File: config.mk
export PLATFORM = sky130hd
export DESIGN_NAME = nss_datapath
export DESIGN_NICKNAME = d
export VERILOG_FILES = /design/src/rtl/nss_pkg.sv /design/src/rtl/nss_subtractor.sv /design/src/rtl/nss_datapath.sv
export SDC_FILE = /design/constraint.sdc
export NUM_CORES = 1
export LEC_CHECK = 0
export BUFFER_PORTS_ARGS = -buffer_cell sky130_fd_sc_hd__buf_2
export CAP_MARGIN = 20
export CORE_ASPECT_RATIO = 2
export CORE_MARGIN = 4
export CORE_UTILIZATION = 40
export DETAILED_ROUTE_END_ITERATION = 10
export PLACE_DENSITY = 0.7
export SLEW_MARGIN = 10
export SYNTH_ARGS = -nofsm -noshare
export SYNTH_HDL_FRONTEND = slang
export SYNTH_SLANG_ARGS = --single-unit
File: constraint.sdc
create_clock -name i_clock -period 1.3 [get_ports i_clock]
set_input_delay 0.26 -clock i_clock [delete_from_list [all_inputs] [get_ports i_clock]]
set_output_delay 0.26 -clock i_clock [all_outputs]
set_load 0.02 [all_outputs]
File: src/rtl/nss_pkg.sv
/*
 package for the nibble exchange and subtract datapath slice.
 assumes nothing beyond a systemverilog tool.
*/
package nss_pkg;
   localparam int DATA_W = 8;
   localparam int ADDR_W = 7;
   localparam int NIB_HI = 7;
   localparam int NIB_MID_HI = 4;
   localparam int NIB_MID_LO = 3;
   localparam logic [7:0] W_RESET = 8'h00;
   localparam logic C_RESET = 1'b0;
   localparam logic DEST_W = 1'b0;
   localparam logic DEST_F = 1'b1;
   localparam int SYNC_STAGES = 2;
   // one program word, one instruction cycle
   localparam int OP_CYCLES = 1;

   typedef enum logic [1:0] {
      NSS_OP_NONE = 2'h0,
      NSS_OP_NIBBLE_EXCHANGE = 2'h1,
      NSS_OP_REGISTER_SUBTRACT = 2'h3,
      NSS_OP_LITERAL_SUBTRACT = 2'h2
   } nss_op_t;
endpackage : nss_pkg

File: src/rtl/nss_subtractor.sv
/*
 eight bit two's complement subtractor with borrow-style carry out.
 assumes the caller registers the outputs.
*/
`timescale 1ns/1ps
`default_nettype none
module nss_subtractor
   import nss_pkg::*;
#(
   parameter int WIDTH = DATA_W
) (
   // operands
   input wire logic [WIDTH-1:0] i_minuend,
   input wire logic [WIDTH-1:0] i_subtrahend,
   // result
   output logic [WIDTH-1:0] o_diff,
   output logic o_carry
);
   logic [WIDTH:0] sum;

   // minuend + ~subtrahend + 1; top bit set means no borrow
   always_comb begin
      sum = {1'b0, i_minuend} + {1'b0, ~i_subtrahend} + {{WIDTH{1'b0}}, 1'b1};
      o_diff = sum[WIDTH-1:0];
      o_carry = sum[WIDTH];
   end
endmodule : nss_subtractor
`default_nettype wire

File: src/rtl/nss_datapath.sv
/*
 execute slice: nibble exchange and the two subtract operations.
 assumes the core presents a decoded op with its file register value
 for one clock, and writes back the file register from o_f_we.
*/
// Function
// - nibble exchange puts source bits 3:0 in result 7:4 and 7:4 in 3:0.
// - nibble exchange result goes to w when dest is 0, to the file when 1.
// - a positive nonzero difference leaves carry set to 1.
// - a zero difference stores zero and sets carry to 1.
// - a borrow clears carry to 0 and the result wraps modulo 256.
// - register subtract forms file minus w and routes by dest.
// - literal subtract forms literal minus w and always writes w.
`timescale 1ns/1ps
`default_nettype none
module nss_datapath
   import nss_pkg::*;
#(
   parameter int WIDTH = DATA_W,
   parameter int AW = ADDR_W
) (
   // clock and reset
   input wire logic i_clock,
   input wire logic i_rst_b,
   // decoded instruction
   input wire nss_op_t i_op,
   input wire logic [AW-1:0] i_f_addr,
   input wire logic i_dest,
   input wire logic [WIDTH-1:0] i_literal,
   input wire logic [WIDTH-1:0] i_f_data,
   // results
   output logic [WIDTH-1:0] o_w,
   output logic o_carry,
   output logic o_f_we,
   output logic [AW-1:0] o_f_addr,
   output logic [WIDTH-1:0] o_f_wdata,
   output logic o_done
);
   logic [SYNC_STAGES-1:0] rst_sync;
   logic rst_n;
   logic [WIDTH-1:0] w;
   logic carry;
   logic f_we;
   logic [AW-1:0] f_addr;
   logic [WIDTH-1:0] f_wdata;
   logic done;
   logic [WIDTH-1:0] next_w;
   logic next_carry;
   logic next_f_we;
   logic [AW-1:0] next_f_addr;
   logic [WIDTH-1:0] next_f_wdata;
   logic next_done;
   logic [WIDTH-1:0] sub_a;
   logic [WIDTH-1:0] diff;
   logic sub_carry;
   logic [WIDTH-1:0] swapped;
   logic [WIDTH-1:0] result;
   logic to_file;

   always_ff @(posedge i_clock or negedge i_rst_b) begin
      if (!i_rst_b) begin
         rst_sync <= '0;
      end else begin
         rst_sync <= {rst_sync[SYNC_STAGES-2:0], 1'b1};
      end
   end
   assign rst_n = rst_sync[SYNC_STAGES-1];

   // literal subtract uses k as minuend, register subtract the file value
   assign sub_a = (i_op == NSS_OP_LITERAL_SUBTRACT) ? i_literal : i_f_data;

   nss_subtractor #(
      .WIDTH(WIDTH)
   ) nss_subtractor_i (
      .i_minuend(sub_a),
      .i_subtrahend(w),
      .o_diff(diff),
      .o_carry(sub_carry)
   );

   assign swapped = {i_f_data[NIB_MID_LO:0], i_f_data[NIB_HI:NIB_MID_HI]};

   always_comb begin
      next_w = w;
      next_carry = carry;
      next_f_we = 1'b0;
      next_f_addr = f_addr;
      next_f_wdata = f_wdata;
      next_done = 1'b0;
      result = swapped;
      to_file = 1'b0;
      unique case (i_op)
         NSS_OP_NONE: begin
            result = swapped;
         end
         NSS_OP_NIBBLE_EXCHANGE: begin
            result = swapped;
            to_file = (i_dest == DEST_F);
            next_done = 1'b1;
         end
         NSS_OP_REGISTER_SUBTRACT: begin
            result = diff;
            to_file = (i_dest == DEST_F);
            next_carry = sub_carry;
            next_done = 1'b1;
         end
         NSS_OP_LITERAL_SUBTRACT: begin
            result = diff;
            to_file = 1'b0;
            next_carry = sub_carry;
            next_done = 1'b1;
         end
      endcase
      if (next_done) begin
         if (to_file) begin
            next_f_we = 1'b1;
            next_f_addr = i_f_addr;
            next_f_wdata = result;
         end else begin
            next_w = result;
         end
      end
   end

   always_ff @(posedge i_clock or negedge rst_n) begin
      if (!rst_n) begin
         w <= W_RESET;
         carry <= C_RESET;
         f_we <= 1'b0;
         f_addr <= '0;
         f_wdata <= '0;
         done <= 1'b0;
      end else begin
         w <= next_w;
         carry <= next_carry;
         f_we <= next_f_we;
         f_addr <= next_f_addr;
         f_wdata <= next_f_wdata;
         done <= next_done;
      end
   end

   assign o_w = w;
   assign o_carry = carry;
   assign o_f_we = f_we;
   assign o_f_addr = f_addr;
   assign o_f_wdata = f_wdata;
   assign o_done = done;
endmodule : nss_datapath
`default_nettype wire

==> insert_results.sql <==
INSERT INTO impl_metrics (metric_group, metric, value, unit) VALUES
('min_path', 'min_delay_worst_endpoint', 'o_f_addr[3]', ''),
('routing', 'drtIter0Drc', '35', ''),
('floorplan', 'chip_width', '53.1', 'µm'),
('grt', 'grt_remaining_overflow', '0', ''),
('sta', 'period_share', '165', '%'),
('routing', 'totalWireLength', '4440', 'µm'),
('layout', 'layout.nets', '309', ''),
('placement', 'detailedPlacementHpwl', '3450', 'µm'),
('layout', 'layout.area.seq', '701', 'µm²'),
('placement', 'placement.io_buffers', '53', ''),
('grt', 'grtUsageTotal', '18.9', '%'),
('setup_path', 'timing.critical_path.slowest_stage_cell', 'sky130_fd_sc_hd__or4b_1', ''),
('sta', 'hold_ws', '160', 'ps'),
('sta', 'max_freq', '465', 'MHz'),
('sta', 'rsz0062_at_grt', 'true', ''),
('floorplan', 'core_area', '3880', 'µm²'),
('sta', 'setup-violations-final', '15', ''),
('logic_synthesis', 'synth.area.top_cells', 'sky130_fd_sc_hd__dfrtp_1 (43%), sky130_fd_sc_hd__nand2_1 (8.7%), sky130_fd_sc_hd__ha_1 (6.1%), sky130_fd_sc_hd__o21ai_0 (5.2%), sky130_fd_sc_hd__mux2_2 (4.8%)', ''),
('cts', 'tritoncts_sink_count', '28', ''),
('pwr', 'design_power_total', '4.32', 'mW'),
('routing', 'drt_first_pass_iters', '7', ''),
('placement', 'gpl.final_weighted_congestion', '0.831', ''),
('placement', 'placed_cells_incl_taps', '310', ''),
('routing', 'postRouteAntennaNets', '0', ''),
('logic_synthesis', 'syn_inst', '177', ''),
('logic_synthesis', 'synthesis_warnings', '0', ''),
('setup_path', 'end_kind', 'register', ''),
('sta', 'final-hold-violation-count', '0', ''),
('setup_path', 'slowest_delay', '450', 'ps'),
('setup_path', 'critical_path_launch_point_type', 'input pin', ''),
('grt', 'antenna_found_initial', '0', ''),
('routing', 'vias', '1607', ''),
('routing', 'routed-wl-met3', '237', 'µm'),
('routing', 'avgViaCountPerCell', '4.99', ''),
('logic_synthesis', 'syn_area_per_cell', '9.21', 'µm²'),
('setup_path', 'ff2ff_setup_slack', '-690', 'ps'),
('logic_synthesis', 'synth_top_area_cell', 'sky130_fd_sc_hd__dfrtp_1', ''),
('setup_path', 'crit_path_start', 'i_op[1]', ''),
('setup_path', 'crit_path_cell_trace', 'buf_6, nor2b_4, buf_12, buf_4, mux2_4, ha_4, o21a_1, o31a_4, a221oi_4, buf_4, or4b_1, nand3_1', ''),
('setup_path', 'critical_path.reg2reg.startpoint', 'o_w[1]', ''),
('logic_synthesis', 'synth_largest_type_area_fraction', '43.0', '%'),
('floorplan', 'rows', '32', ''),
('cts', 'cts_tree', 'built', ''),
('logic_synthesis', 'ys_seq_elements', '28', ''),
('routing', 'mean_routed_wirelength_per_cell', '13.8', 'µm'),
('sta', 'finalClockSkew', '8.00', 'ps'),
('status', 'run_status', 'finished, violations left', ''),
('setup_path', 'worstRegToRegCells', '8', ''),
('layout', 'multi_input_comb_area', '1020', 'µm²'),
('layout', 'num_antenna_cells', '0', ''),
('setup_path', 'cp_data_required_time', '1520', 'ps'),
('logic_synthesis', 'synth.distinct_cells', '35', ''),
('logic_synthesis', 'synth-seq-area-share', '43.0', '%'),
('cts', 'cts-root-buf', 'sky130_fd_sc_hd__clkbuf_8', ''),
('floorplan', 'io_pins', '54', ''),
('pwr', 'power.ir.vdd_worst', '0.991', 'mV'),
('routing', 'drt-met1-wl', '1660', 'µm'),
('layout', 'ratio_of_cells_with_drive_above_1_in_the_final_layout', '50.2', '%'),
('logic_synthesis', 'post_synth_instance_area', '1630', 'µm²'),
('floorplan', 'initial_utilization', '42.0', '%'),
('setup_path', 'path_delay_family', 'simple AND/OR/NAND/NOR gates', ''),
('sta', 'final.setup.worst_slack', '-849', 'ps'),
('min_path', 'hold_path_depth', '3', ''),
('layout', 'flow.area_growth_from_synthesis', '56.0', '%'),
('status', 'failed_checks', 'setup timing', ''),
('grt', 'grt_start_max_net_pins', '27', ''),
('pwr', 'cellPowerDensity', '1700', 'nW/µm²'),
('pwr', 'leakage', '1.30', 'nW'),
('cts', 'cts.reportedPaths.clkPinSlew', '100', 'ps'),
('min_path', 'holdCritPathClass', 'in2reg', ''),
('setup_path', 'critPathBufInv', '4', '');
## area by class of cell
| type | count | share of cell area (%) |
|---|---|---|
| inverters | 10 | 1.48 |
| clock buffers | 3 | 1.62 |
| flip-flops and latches | 28 | 27.5 |
| clock inverters | 1 | 1.18 |
| repair buffers | 98 | 25.4 |
| multi-input cells | 131 | 40.2 |
| well taps | 51 | 2.51 |
## cells in the mapped netlist, drive strengths merged
cell type,count
xnor2,2
nor2b,2
a21o,3
mux2,7
nand2b,4
and4,3
or4,2
buf,1
clkbuf,7
ha,8
nand3,3
or2,1
a31oi,1
mux2i,5
fa,1
nand2,39
nor4b,3
or2b,1
o21ai,19
or3,3
a21oi,6
dfrtp,28
a221oi,1
o31a,1
o21bai,1
a211oi,1
conb,1
nor2,8
o21a,2
or4b,1
nand4,1
inv,10
and3,1
## per-layer routing
layer	vias up	GRT usage (%)
met1	760	21.7
li1	791	-
met5	-	0
met4	0	7.28
met3	4	1.83
met2	52	34.1
## cells by family (layout without fill, tap and decap cells)
logic type | Yosys count | count (layout) | share of synthesized area, %
fa+ha+maj | 9 | 9 | 7.37
flops | 28 | 28 | 43.0
compound gates | 35 | 35 | 14.0
buf+inv | 18 | 112 | 4.61
mux | 12 | 12 | 7.91
simple gates | 72 | 72 | 21.9
other cells | 1 | 1 | 0.230
xor+xnor | 2 | 2 | 1.07
## registers in the layout (all words and copies together) (netlist names)
register   cells
rst_sync       2
o_w            8
o_f_wdata      8
o_f_addr       7
o_done         1
o_f_we         1
o_carry        1
## per-stage QoR
stage | util (%) | TNS [ps] | setup WS (ps) | area, µm²
floorplan | - | -11630 | -1020 | 1760
global placement | 60.4 | -14730 | -1160 | 2350
detailed placement | 60.4 | -15280 | -1200 | 2350
CTS | 64.8 | -9540 | -856 | 2520
global route | 65.5 | -11640 | -979 | 2540
finish | 65.5 | -9990 | -849 | 2540
## report_power, final
part	switching, mW	internal [mW]
combinational	1.21	1.21
sequential	0.115	1.08
clock	0.289	0.413
total	1.62	2.71
## how the worst max path moves through the flow
stage	endpoint	depth (start not counted)
after floorplan	o_w[5]	9
after global routing	o_w[6]	12
after detailed placement	o_w[5]	10
after global placement	o_w[5]	10
final	o_f_wdata[7]	12
after CTS	o_f_wdata[6]	12
## what timing repair did
item / in CTS / in global routing
hold buffers: 1 / 0
setup buffers: 5 / 2
pin swaps: 12 / 3
endpoints found under the hold margin: 2 / 0
gates resized for setup: 13 / 2
setup endpoints to repair: 15 / 15
gates cloned: 0 / 0
## tightest hold or removal path, delay by kind of cell
family,cells,cell delay [ps]
buffers and inverters,1,70
AND/OR/NAND/NOR,2,90
No activity file was read; power rests on OpenSTA's default activity.
